File: config.mk
export PLATFORM = sky130hd
export DESIGN_NAME = wms_top
export DESIGN_NICKNAME = d
export VERILOG_FILES = /design/src/logic/wms_pkg.sv /design/src/logic/wms_top.sv
export SDC_FILE = /design/constraint.sdc
export NUM_CORES = 1
export LEC_CHECK = 0
export ABC_AREA = 1
export BUFFER_PORTS_ARGS = -buffer_cell sky130_fd_sc_hd__clkbuf_2
export CAP_MARGIN = 20
export CORE_MARGIN = 1
export CORE_UTILIZATION = 25
export DETAILED_ROUTE_END_ITERATION = 10
export GPL_TIMING_DRIVEN = 0
export PLACE_DENSITY_LB_ADDON = 0.15
export SLEW_MARGIN = 40
export SYNTH_ARGS = -nofsm -noshare
export SYNTH_HDL_FRONTEND = slang
export SYNTH_SLANG_ARGS = --single-unit
File: constraint.sdc
create_clock -name sys_clk -period 1.75 [get_ports sys_clk]
set_input_delay 0.0875 -clock sys_clk [delete_from_list [all_inputs] [get_ports sys_clk]]
set_output_delay 0.0875 -clock sys_clk [all_outputs]
set_load 0.05 [all_outputs]
File: src/logic/wms_pkg.sv
// constants, register map and carrier types of the warning mask and signal selector
package wms_pkg;

	////////////////////////////////////////////////////////////////////////
	// register byte offsets
	localparam logic [7:0] REG_MASK_CMD  = 8'h00;
	localparam logic [7:0] REG_MASK      = 8'h04;
	localparam logic [7:0] REG_COND      = 8'h08;
	localparam logic [7:0] REG_UDC_REF   = 8'h0C;
	localparam logic [7:0] REG_MFI_MODE  = 8'h10;
	localparam logic [7:0] REG_CONFIG    = 8'h14;
	localparam logic [7:0] REG_REMOTE    = 8'h18;
	localparam logic [7:0] REG_IRQ_STAT  = 8'h1C;
	localparam logic [7:0] REG_IRQ_MASK  = 8'h20;
	localparam logic [7:0] REG_SEL_OUT   = 8'h24;
	localparam logic [7:0] REG_SEL_BASE  = 8'h30;

	////////////////////////////////////////////////////////////////////////
	// mask configuration codes
	localparam logic [7:0] CMD_NONE      = 8'h00;
	localparam logic [7:0] CMD_ALL       = 8'h01;
	localparam logic [7:0] CMD_WARN      = 8'h02;
	localparam logic [7:0] CMD_CTRL      = 8'h03;
	localparam logic [7:0] CMD_REMOVE    = 8'h64;
	localparam logic [7:0] CMD_RM_LO     = 8'h65;
	localparam logic [7:0] CMD_RM_HI     = 8'h8F;
	localparam logic [7:0] WARN_LO       = 8'h0A;
	localparam logic [7:0] WARN_HI       = 8'h19;
	localparam logic [7:0] CST_LO        = 8'h1E;
	localparam logic [7:0] CST_HI        = 8'h20;
	localparam logic [7:0] CST_BUS_VOLTAGE_LIMIT_STATE     = 8'h21;
	localparam logic [7:0] CLIM_LO       = 8'h22;
	localparam logic [7:0] CLIM_HI       = 8'h2B;
	localparam logic [4:0] BIT_CST_LO    = 5'h10;
	localparam logic [4:0] BIT_BUS_VOLTAGE_LIMIT_STATE     = 5'h1F;
	localparam logic [4:0] BIT_CLIM_LO   = 5'h14;
	localparam logic [31:0] BULK_ALL     = 32'hFFFF_FFFF;
	localparam logic [31:0] BULK_WARN    = 32'h0000_FFFF;
	localparam logic [31:0] BULK_CTRL    = 32'hFFFF_0000;
	localparam logic [31:0] MASK_RESET   = 32'h0000_0000;

	////////////////////////////////////////////////////////////////////////
	// signal source selection codes
	localparam int          NUM_SEL      = 4;
	localparam logic [8:0]  SRC_ON       = 9'h006;
	localparam logic [8:0]  SRC_OFF      = 9'h007;
	localparam logic [8:0]  SRC_TECH     = 9'h00D;
	localparam logic [8:0]  SRC_FAULT    = 9'h03D;
	localparam logic [8:0]  SRC_TERM1    = 9'h046;
	localparam logic [8:0]  SRC_TERM6    = 9'h04B;
	localparam logic [8:0]  SRC_MFI      = 9'h04C;
	localparam logic [8:0]  SRC_MASK     = 9'h09D;
	localparam logic [8:0]  SEL_RESET    = 9'h007;
	localparam logic [2:0]  MFI_DIGITAL  = 3'h3;
	localparam logic [9:0]  CFG_TECH_A   = 10'h06F;
	localparam logic [9:0]  CFG_TECH_B   = 10'h19B;
	localparam logic [9:0]  CFG_RESET    = 10'h06E;
	localparam logic [15:0] UDC_REF_RST  = 16'hFFFF;

	////////////////////////////////////////////////////////////////////////
	// interrupt status bits
	localparam int          IRQ_HIT      = 0;
	localparam int          IRQ_FAULT    = 1;

	// live conditions from the drive, all on sys_clk
	typedef struct packed {
		logic [15:0] warn;
		logic        bus_voltage_dynamic_state;
		logic        mains_loss_shutdown_state;
		logic        mains_loss_regulation_state;
		logic        boost;
		logic        current_limited;
		logic        torque_limited;
		logic        torque_ctrl;
		logic        ramp_stop;
		logic        long_overload_reached;
		logic        short_overload_reached;
		logic        icl_active;
		logic        heatsink_limit;
		logic        motor_temp_limit;
		logic        freq_limit;
	} wms_cond_t;

endpackage : wms_pkg

File: src/logic/wms_top.sv
// warning mask aggregation and digital source selection with apb registers
//
// Our own choices: register access over APB and the register addresses.
`timescale 1ns/100ps

module wms_top
	import wms_pkg::*;
(
	input  wire logic                sys_clk,
	input  wire logic                rst,
	input  wire logic                psel,
	input  wire logic                penable,
	input  wire logic                pwrite,
	input  wire logic [7:0]          paddr,
	input  wire logic [31:0]         pwdata,
	output logic      [31:0]         prdata,
	output logic                     pready,
	output logic                     pslverr,
	input  wire logic [5:0]          terminal_input,
	input  wire logic                multifunction_input_digital,
	input  wire wms_cond_t           conds,
	input  wire logic [15:0]         bus_voltage,
	input  wire logic                fault,
	input  wire logic                tech_start,
	output logic      [NUM_SEL-1:0]  func_out,
	output logic                     ctrl_release,
	output logic                     mask_hit,
	output logic                     irq
);

	////////////////////////////////////////////////////////////////////////
	// code to mask bit weight
	function automatic logic [31:0] code_to_bit(input logic [7:0] code);
		logic [31:0] b;
		b = '0;
		if (code >= WARN_LO && code <= WARN_HI)
			b[5'(code - WARN_LO)] = 1'b1;
		else if (code >= CST_LO && code <= CST_HI)
			b[BIT_CST_LO + 5'(code - CST_LO)] = 1'b1;
		else if (code == CST_BUS_VOLTAGE_LIMIT_STATE)
			b[BIT_BUS_VOLTAGE_LIMIT_STATE] = 1'b1;
		else if (code >= CLIM_LO && code <= CLIM_HI)
			b[BIT_CLIM_LO + 5'(code - CLIM_LO)] = 1'b1;
		return b;
	endfunction : code_to_bit

	// source pick for one function input
	function automatic logic pick_src(
		input logic [8:0] code,
		input logic [5:0] term,
		input logic       mfi,
		input logic       hit,
		input logic       flt,
		input logic       tech
	);
		logic r;
		r = 1'b0;
		if (code >= SRC_TERM1 && code <= SRC_TERM6)
			r = term[3'(code - SRC_TERM1)];
		else
			unique case (code)
				SRC_ON:    r = 1'b1;
				SRC_OFF:   r = 1'b0;
				SRC_TECH:  r = tech;
				SRC_FAULT: r = flt;
				SRC_MFI:   r = mfi;
				SRC_MASK:  r = hit;
				default:   r = 1'b0;
			endcase
		return r;
	endfunction : pick_src

	////////////////////////////////////////////////////////////////////////
	// apb decode
	logic               pready_ff;
	logic               pslverr_ff;
	logic [31:0]        prdata_ff;
	logic               setup;
	logic               wr_en;
	logic               addr_ok;
	logic [31:0]        rd_val;

	logic [31:0]        mask_ff;
	logic [31:0]        cond_ff;
	logic               mask_hit_ff;
	logic [15:0]        udc_ref_ff;
	logic [2:0]         mfi_mode_ff;
	logic [9:0]         config_ff;
	logic [11:0]        remote_ff;
	logic [1:0]         irq_stat_ff;
	logic [1:0]         irq_mask_ff;
	logic               irq_ff;
	logic               fault_d_ff;
	logic               hit_d_ff;
	logic [8:0]         sel_ff [NUM_SEL];
	logic [NUM_SEL-1:0] func_ff;
	logic [6:0]         sync1_ff;
	logic [6:0]         sync2_ff;
	logic               rel_ff;
	logic [5:0]         term_src;
	logic               mfi_src;
	logic               tech_src;
	logic [31:0]        cond_now;
	logic [7:0]         cmd;
	logic [1:0]         irq_set;

	assign setup = psel && !penable;
	assign wr_en = psel && penable && pready_ff && pwrite && !pslverr_ff;
	assign cmd   = pwdata[7:0];

	always_comb
	begin
		addr_ok = (paddr[1:0] == 2'b00) && (paddr <= REG_SEL_OUT ||
			(paddr >= REG_SEL_BASE && paddr < REG_SEL_BASE + 8'(4 * NUM_SEL)));
		rd_val = '0;
		unique case (paddr)
			REG_MASK:     rd_val = mask_ff;
			REG_COND:     rd_val = cond_ff;
			REG_UDC_REF:  rd_val = {16'h0000, udc_ref_ff};
			REG_MFI_MODE: rd_val = {29'h0, mfi_mode_ff};
			REG_CONFIG:   rd_val = {22'h0, config_ff};
			REG_REMOTE:   rd_val = {20'h0, remote_ff};
			REG_IRQ_STAT: rd_val = {30'h0, irq_stat_ff};
			REG_IRQ_MASK: rd_val = {30'h0, irq_mask_ff};
			REG_SEL_OUT:  rd_val = {28'h0, func_ff};
			default:
			begin
				if (paddr >= REG_SEL_BASE && addr_ok)
					rd_val = {23'h0, sel_ff[2'(paddr[7:2] - REG_SEL_BASE[7:2])]};
			end
		endcase
	end

	// no wait state: answer is registered during setup
	always_ff @(posedge sys_clk)
	begin
		if (rst)
		begin
			pready_ff  <= 1'b0;
			pslverr_ff <= 1'b0;
			prdata_ff  <= '0;
		end
		else
		begin
			pready_ff  <= setup;
			pslverr_ff <= setup && !addr_ok;
			if (setup)
				prdata_ff <= pwrite ? 32'h0000_0000 : rd_val;
		end
	end

	////////////////////////////////////////////////////////////////////////
	// configuration registers
	always_ff @(posedge sys_clk)
	begin
		if (rst)
		begin
			udc_ref_ff  <= UDC_REF_RST;
			mfi_mode_ff <= '0;
			config_ff   <= CFG_RESET;
			remote_ff   <= '0;
			irq_mask_ff <= '0;
		end
		else if (wr_en)
		begin
			unique case (paddr)
				REG_UDC_REF:  udc_ref_ff  <= pwdata[15:0];
				REG_MFI_MODE: mfi_mode_ff <= pwdata[2:0];
				REG_CONFIG:   config_ff   <= pwdata[9:0];
				REG_REMOTE:   remote_ff   <= pwdata[11:0];
				REG_IRQ_MASK: irq_mask_ff <= pwdata[1:0];
				default:
				begin
				end
			endcase
		end
	end

	////////////////////////////////////////////////////////////////////////
	// warning mask edits
	always_ff @(posedge sys_clk)
	begin
		if (rst)
			mask_ff <= MASK_RESET;
		else if (wr_en && paddr == REG_MASK_CMD)
		begin
			if (cmd == CMD_ALL)
				mask_ff <= BULK_ALL;
			else if (cmd == CMD_WARN)
				mask_ff <= mask_ff | BULK_WARN;
			else if (cmd == CMD_CTRL)
				mask_ff <= mask_ff | BULK_CTRL;
			else if (cmd >= CMD_RM_LO && cmd <= CMD_RM_HI)
				mask_ff <= mask_ff & ~code_to_bit(cmd - CMD_REMOVE);
			else
				mask_ff <= mask_ff | code_to_bit(cmd);
		end
	end

	////////////////////////////////////////////////////////////////////////
	// live conditions in mask layout
	always_comb
	begin
		cond_now       = '0;
		cond_now[15:0] = conds.warn;
		cond_now[16]   = conds.bus_voltage_dynamic_state;
		cond_now[17]   = conds.mains_loss_shutdown_state;
		cond_now[18]   = conds.mains_loss_regulation_state;
		cond_now[31]   = bus_voltage > udc_ref_ff;
		cond_now[20]   = conds.boost;
		cond_now[21]   = conds.current_limited;
		cond_now[22]   = conds.torque_limited;
		cond_now[23]   = conds.torque_ctrl;
		cond_now[24]   = conds.ramp_stop;
		cond_now[25]   = conds.long_overload_reached && conds.icl_active;
		cond_now[26]   = conds.short_overload_reached && conds.icl_active;
		cond_now[27]   = conds.heatsink_limit;
		cond_now[28]   = conds.motor_temp_limit;
		cond_now[29]   = conds.freq_limit;
	end

	always_ff @(posedge sys_clk)
	begin
		if (rst)
		begin
			cond_ff     <= '0;
			mask_hit_ff <= 1'b0;
		end
		else
		begin
			cond_ff     <= cond_now;
			mask_hit_ff <= |(cond_ff & mask_ff);
		end
	end

	////////////////////////////////////////////////////////////////////////
	// pin synchronisers and source conditioning
	always_ff @(posedge sys_clk)
	begin
		if (rst)
		begin
			sync1_ff <= '0;
			sync2_ff <= '0;
			rel_ff   <= 1'b0;
		end
		else
		begin
			sync1_ff <= {multifunction_input_digital, terminal_input};
			sync2_ff <= sync1_ff;
			rel_ff   <= sync2_ff[0];
		end
	end

	always_comb
	begin
		term_src[0] = sync2_ff[0];
		for (int i = 1; i < 6; i++)
			term_src[i] = remote_ff[5 + i] ? remote_ff[i - 1] : sync2_ff[i];
		mfi_src  = remote_ff[11] ? remote_ff[5] :
			(mfi_mode_ff == MFI_DIGITAL) && sync2_ff[6];
		tech_src = tech_start && (config_ff == CFG_TECH_A || config_ff == CFG_TECH_B);
	end

	////////////////////////////////////////////////////////////////////////
	// per-function selectors
	generate
		for (genvar g = 0; g < NUM_SEL; g++)
		begin : gen_sel
			always_ff @(posedge sys_clk)
			begin
				if (rst)
				begin
					sel_ff[g]  <= SEL_RESET;
					func_ff[g] <= 1'b0;
				end
				else
				begin
					if (wr_en && paddr == REG_SEL_BASE + 8'(4 * g))
						sel_ff[g] <= pwdata[8:0];
					func_ff[g] <= pick_src(sel_ff[g], term_src, mfi_src,
						mask_hit_ff, fault, tech_src);
				end
			end

			const_on_a : assert property (@(posedge sys_clk) disable iff (rst)
				sel_ff[g] == SRC_ON |=> func_ff[g])
				else $error("constant on source not high");

			mfi_gate_a : assert property (@(posedge sys_clk) disable iff (rst)
				sel_ff[g] == SRC_MFI && !remote_ff[11] && mfi_mode_ff != MFI_DIGITAL
				|=> !func_ff[g])
				else $error("multifunction input passed outside digital mode");

			hit_route_a : assert property (@(posedge sys_clk) disable iff (rst)
				sel_ff[g] == SRC_MASK |=> func_ff[g] == $past(mask_hit_ff))
				else $error("mask source does not follow mask output");

			tech_gate_a : assert property (@(posedge sys_clk) disable iff (rst)
				sel_ff[g] == SRC_TECH && config_ff != CFG_TECH_A && config_ff != CFG_TECH_B
				|=> !func_ff[g])
				else $error("tech start passed in wrong configuration");
		end
	endgenerate

	////////////////////////////////////////////////////////////////////////
	// interrupts: mask output rise and fault rise, write one to clear
	assign irq_set = {fault && !fault_d_ff, mask_hit_ff && !hit_d_ff};

	always_ff @(posedge sys_clk)
	begin
		if (rst)
		begin
			irq_stat_ff <= '0;
			fault_d_ff  <= 1'b0;
			hit_d_ff    <= 1'b0;
			irq_ff      <= 1'b0;
		end
		else
		begin
			fault_d_ff <= fault;
			hit_d_ff   <= mask_hit_ff;
			if (wr_en && paddr == REG_IRQ_STAT)
				irq_stat_ff <= (irq_stat_ff & ~pwdata[1:0]) | irq_set;
			else
				irq_stat_ff <= irq_stat_ff | irq_set;
			irq_ff <= |(irq_stat_ff & irq_mask_ff);
		end
	end

	////////////////////////////////////////////////////////////////////////
	// outputs
	assign prdata       = prdata_ff;
	assign pready       = pready_ff;
	assign pslverr      = pslverr_ff;
	assign func_out     = func_ff;
	assign ctrl_release = rel_ff;
	assign mask_hit     = mask_hit_ff;
	assign irq          = irq_ff;

	////////////////////////////////////////////////////////////////////////
	// checks
	mask_add_a : assert property (@(posedge sys_clk) disable iff (rst)
		wr_en && paddr == REG_MASK_CMD && cmd >= WARN_LO && cmd <= CLIM_HI
		|=> (mask_ff & $past(code_to_bit(cmd))) == $past(code_to_bit(cmd)))
		else $error("added condition not in mask");

	mask_keep_a : assert property (@(posedge sys_clk) disable iff (rst)
		wr_en && paddr == REG_MASK_CMD && cmd == CMD_NONE |=> $stable(mask_ff))
		else $error("no change code altered mask");

	mask_remove_a : assert property (@(posedge sys_clk) disable iff (rst)
		wr_en && paddr == REG_MASK_CMD && cmd >= CMD_RM_LO && cmd <= CMD_RM_HI
		|=> mask_ff == ($past(mask_ff) & ~$past(code_to_bit(cmd - CMD_REMOVE))))
		else $error("remove code disturbed mask");

	bulk_all_a : assert property (@(posedge sys_clk) disable iff (rst)
		wr_en && paddr == REG_MASK_CMD && cmd == CMD_ALL |=> mask_ff == BULK_ALL)
		else $error("activate all failed");

	udc_limit_a : assert property (@(posedge sys_clk) disable iff (rst)
		##1 cond_ff[BIT_BUS_VOLTAGE_LIMIT_STATE] == $past(bus_voltage > udc_ref_ff))
		else $error("bus limit condition wrong");

	overload_a : assert property (@(posedge sys_clk) disable iff (rst)
		!conds.icl_active |=> !cond_ff[25] && !cond_ff[26])
		else $error("overload limit without current limiting");

	hit_or_a : assert property (@(posedge sys_clk) disable iff (rst)
		##1 mask_hit_ff == |($past(cond_ff) & $past(mask_ff)))
		else $error("mask output not or of masked conditions");

endmodule : wms_top

==> Flow_metrics.wiki <==
{| class="wikitable"
! Metric !! Value
|-
| Largest net degree at the start of global routing || 19
|-
| Global-route wire length before repair || 75.3 mm
|-
| Kind of end point of the critical path || register
|-
| Effective utilization at floorplan || 0.253
|-
| Mean cell area of the mapped netlist || 6.73 µm²
|-
| Crit path max-delay family || simple AND/OR/NAND/NOR gates
|-
| Critical-path cell list || nand2_4, nor2_4, nand3_4, nor2_4, inv_4, nor2_4, o41ai_4, a21oi_4, buf_12, clkbuf_16, nand3_2, nand2_1, inv_1
|-
| Standard cell with the maximum stage delay on the critical path || dfxtp_4
|-
| Crit path setup slack, layout || -0.0981 ns
|-
| ANT nets after route || 0
|-
| H-tree depth || 4
|-
| Required time worst endpoint || 2.14 ns
|-
| Fraction of layout instances using a drive strength above 1 || 0.170
|-
| Routability Congestion || 0.942
|-
| Unrepaired setup endpoints after global routing || true
|-
| Cell chosen for the clock root || clkbuf_16
|-
| Sequential share of the synthesized area || 0.370
|-
| Normalized max-slew margin || 0.392
|-
| Post-synthesis instance total || 1750
|-
| Net Sw Power || 0.00293 W
|-
| Full die area || 48000 µm²
|-
| Top library cells by usage in the layout, fill and taps aside || 385 x nand2_1, 226 x inv_1, 183 x nor2_1
|-
| Arrival time of the worst setup path || 2.23 ns
|-
| Number of nets produced by synthesis || 1885
|-
| Count of yosys warnings during synthesis || 0
|-
| Share of total power in sequential cells || 0.468
|-
| Core outline area || 46600 µm²
|-
| Cell Area, Synth || 11800 µm²
|-
| Top area cells in the synthesized netlist || dfxtp_1 28%, nand2_1 13%, edfxtp_1 9.2%
|-
| Maximum single-stage delay on the critical path || 0.36 ns
|-
| Start-to-end type of the worst setup path || reg2reg
|-
| Placed wire-length estimate after detailed placement || 41.0 mm
|-
| Total power divided by cell area || 691 nW/µm²
|-
| Reg clk slew, reported paths || 0.08 ns
|-
| Standard cell area after detailed placement || 13200 µm²
|-
| Leakage dissipation || 6.38 nW
|-
| Unique masters post-synth || 49
|-
| Setup violation total in the final timing report || 24
|-
| Post-synth EDFFs || 36
|-
| Post-layout instance count excluding filler cells || 2580
|-
| Buffer depth of the longest clock path || 2
|-
| CP Launch Type || register
|-
| Number of buffers inserted by port buffering || 122
|-
| Minimum clock period || 1.85 ns
|-
| Final worst path period share || 1.06
|-
| DRC Markers || 0
|-
| Vias in the first global route || 12074
|-
| Inserted Diodes || 0
|-
| Leading area contributor after synthesis || dfxtp_1
|-
| Total Power || 0.0103 W
|-
| Number of hold-slack violations in the final timing report || 0
|-
| Iteration count of the initial detailed-routing pass || 5
|-
| Via density per instance || 4.99
|-
| Final std cell area, no fill || 14900 µm²
|-
| NumNets Final || 2095
|-
| Global Route Usage Sum || 0.214
|-
| Most common cell type on the critical path || nor2_4
|-
| Number of register bits inferred by synthesis || 200
|-
| Area growth from synthesis to layout || 26.5%
|-
| Hold Crit Class || in2reg
|-
| Transition time at the pin with the least slew margin || 0.912 ns
|-
| Detailed Route WL || 51.5 mm
|-
| Result of the run || complete, but fails checks
|-
| Top cell type's share of synthesized area || 0.279
|-
| Die W || 219 µm
|-
| Clock tree from TritonCTS || yes
|-
| Clock sink count || 200
|-
| Clock Latency Late Sink || 0.48 ns
|-
| Via count || 12863
|-
| Worst supply voltage drop on vdd || 602 µV
|-
| Share of total power in the clock network || 0.408
|-
| Combinational power share || 0.124
|-
| Cell-internal power || 0.00737 W
|-
| Number of ports placed on the die boundary || 141
|-
| Timing-limited maximum frequency || 541 MHz
|-
| Failing checks || setup timing
|-
| Gr ovfl total || 0
|-
| Maximum clock skew at final layout || 0.0224 ns
|-
| Most common cell after layout, fill and taps aside || nand2_1
|-
| Iteration-0 DRC count of the detailed router || 1194
|-
| Die height || 219 µm
|-
| Number of instances in the placed design || 2479
|-
| Slew Viols, Final || 0
|-
| Number of buffers and inverters on the critical path || 4
|-
| Commonest register cell after synthesis || dfxtp_1
|-
| Row count || 79
|-
| Routed length per instance || 20.0 µm
|-
| Net switching fraction of the power || 0.284
|-
| Crit Path Max Fanout || 6
|-
| # Max-Cap Violations || 0
|-
| Share of synthesized flip-flops with an asynchronous set or reset || 0
|-
| Initial antenna violation count || 0
|-
| Number of buffers inserted during clock tree synthesis || 17
|}
## registers in the layout, indices dropped and copies added (netlist names), 4 cells and up
name	cells
func_out	4
sel_ff	36
cond_ff	30
sync1_ff	7
config_ff	10
udc_ref_ff	16
prdata	32
mask_ff	32
sync2_ff	7
remote_ff	12
## per-stage QoR
stage / setup WS (ns) / TNS, ns / util / hold WS [ns]
2_1_floorplan: 0.00495 / 0 / - / 0.194
3_3_place_gp: -0.965 / -77.50 / 0.284 / 0.288
3_5_place_dp: -1.05 / -78.93 / 0.284 / 0.287
4_1_cts: -0.113 / -2.06 / 0.315 / 0.00116
5_1_grt: -0.172 / -3.62 / 0.320 / 0.0432
6_report: -0.0981 / -0.951 / 0.320 / 0.0371
## layout make-up
cell class,instances,area (µm²)
inverter,256,987
fill,5122,31600
clock buffer,18,450
clock inverter,14,160
buffer,69,404
multi-input combinational,1225,6470
sequential,200,4370
tap,607,759
timing repair buffer,191,1310
## worst paths after layout
kind | from | end | slack, ns | depth (start not counted)
worst max-delay path | pready | mask_ff[25] | -0.1 | 13
worst min-delay path | pwdata[7] | udc_ref_ff[7] | 0.04 | 3
worst max register to register | pready | mask_ff[25] | -0.1 | 13
worst min register to register | sync1_ff[6] | sync2_ff[6] | 0.40 | 2
## what timing repair did
action                                  CTS  global route
pin swaps                                 8            13
cloned                                    0             1
hold buffers                             50             0
setup buffers                            16             2
endpoints found under the hold margin    53             0
resized for setup                        53            65
endpoints found under the setup margin   79           122
## power by group through the flow
| stage | registers [W] | logic [W] | clock network (W) |
|---|---|---|---|
| final | 0.00482 | 0.00128 | 0.00420 |
| after global routing | 0.00482 | 0.00139 | 0.00446 |
| after CTS | 0.00481 | 0.00125 | 0.00429 |
| after detailed placement | 0.00492 | 0.00112 | 0 |
| after global placement | 0.00492 | 0.00111 | 0 |
| after floorplan | 0.00491 | 0.000637 | 0 |
## worst min-delay path: stages
cell and delay (ns):
clkbuf_2 0.20, nand2_1 0.09, o211ai_1 0.08
## synth_stat cells, types with 2 or more instances
library cell,count
o2111ai_1,5
nor3_1,29
o21ai_0,87
nor2_4,6
o221ai_1,6
edfxtp_1,36
xnor2_1,2
a21oi_1,110
nand3b_1,3
clkinv_1,7
nand2_2,6
a211oi_1,5
nor4_1,8
a221oi_1,8
nor2_2,15
inv_1,230
o31ai_1,4
o211ai_1,30
buf_2,25
o21ai_1,10
nand3_1,186
o32ai_1,3
nand2_1,397
nand4_1,28
nor2_1,189
dfxtp_1,164
buf_6,4
o21ai_2,2
xor2_1,3
inv_2,19
buf_4,6
or2_2,2
nand3_2,2
a311oi_1,2
nor3_2,2
buf_1,3
o22ai_1,30
clkbuf_1,31
ha_1,35
## routing by layer
metal	share of wire	global-route usage	vias to the layer above	routed length, µm
li1	-	-	6209	-
met1	0.45	0.284	6167	23100
met2	0.48	0.361	423	24600
met3	0.050	0.0212	64	2560
met4	0.025	0.0688	0	1270
met5	0	0	-	0
## cell families (layout without fill, tap and decap cells)
family	after synthesis	count (layout)	synth area share
simple gates	875	875	0.322
buf+inv	325	548	0.111
compound gates	309	309	0.154
flops	200	200	0.370
fa+ha+maj	35	35	0.0372
xor+xnor	6	6	0.00510
(Power assumes the default switching activity.)
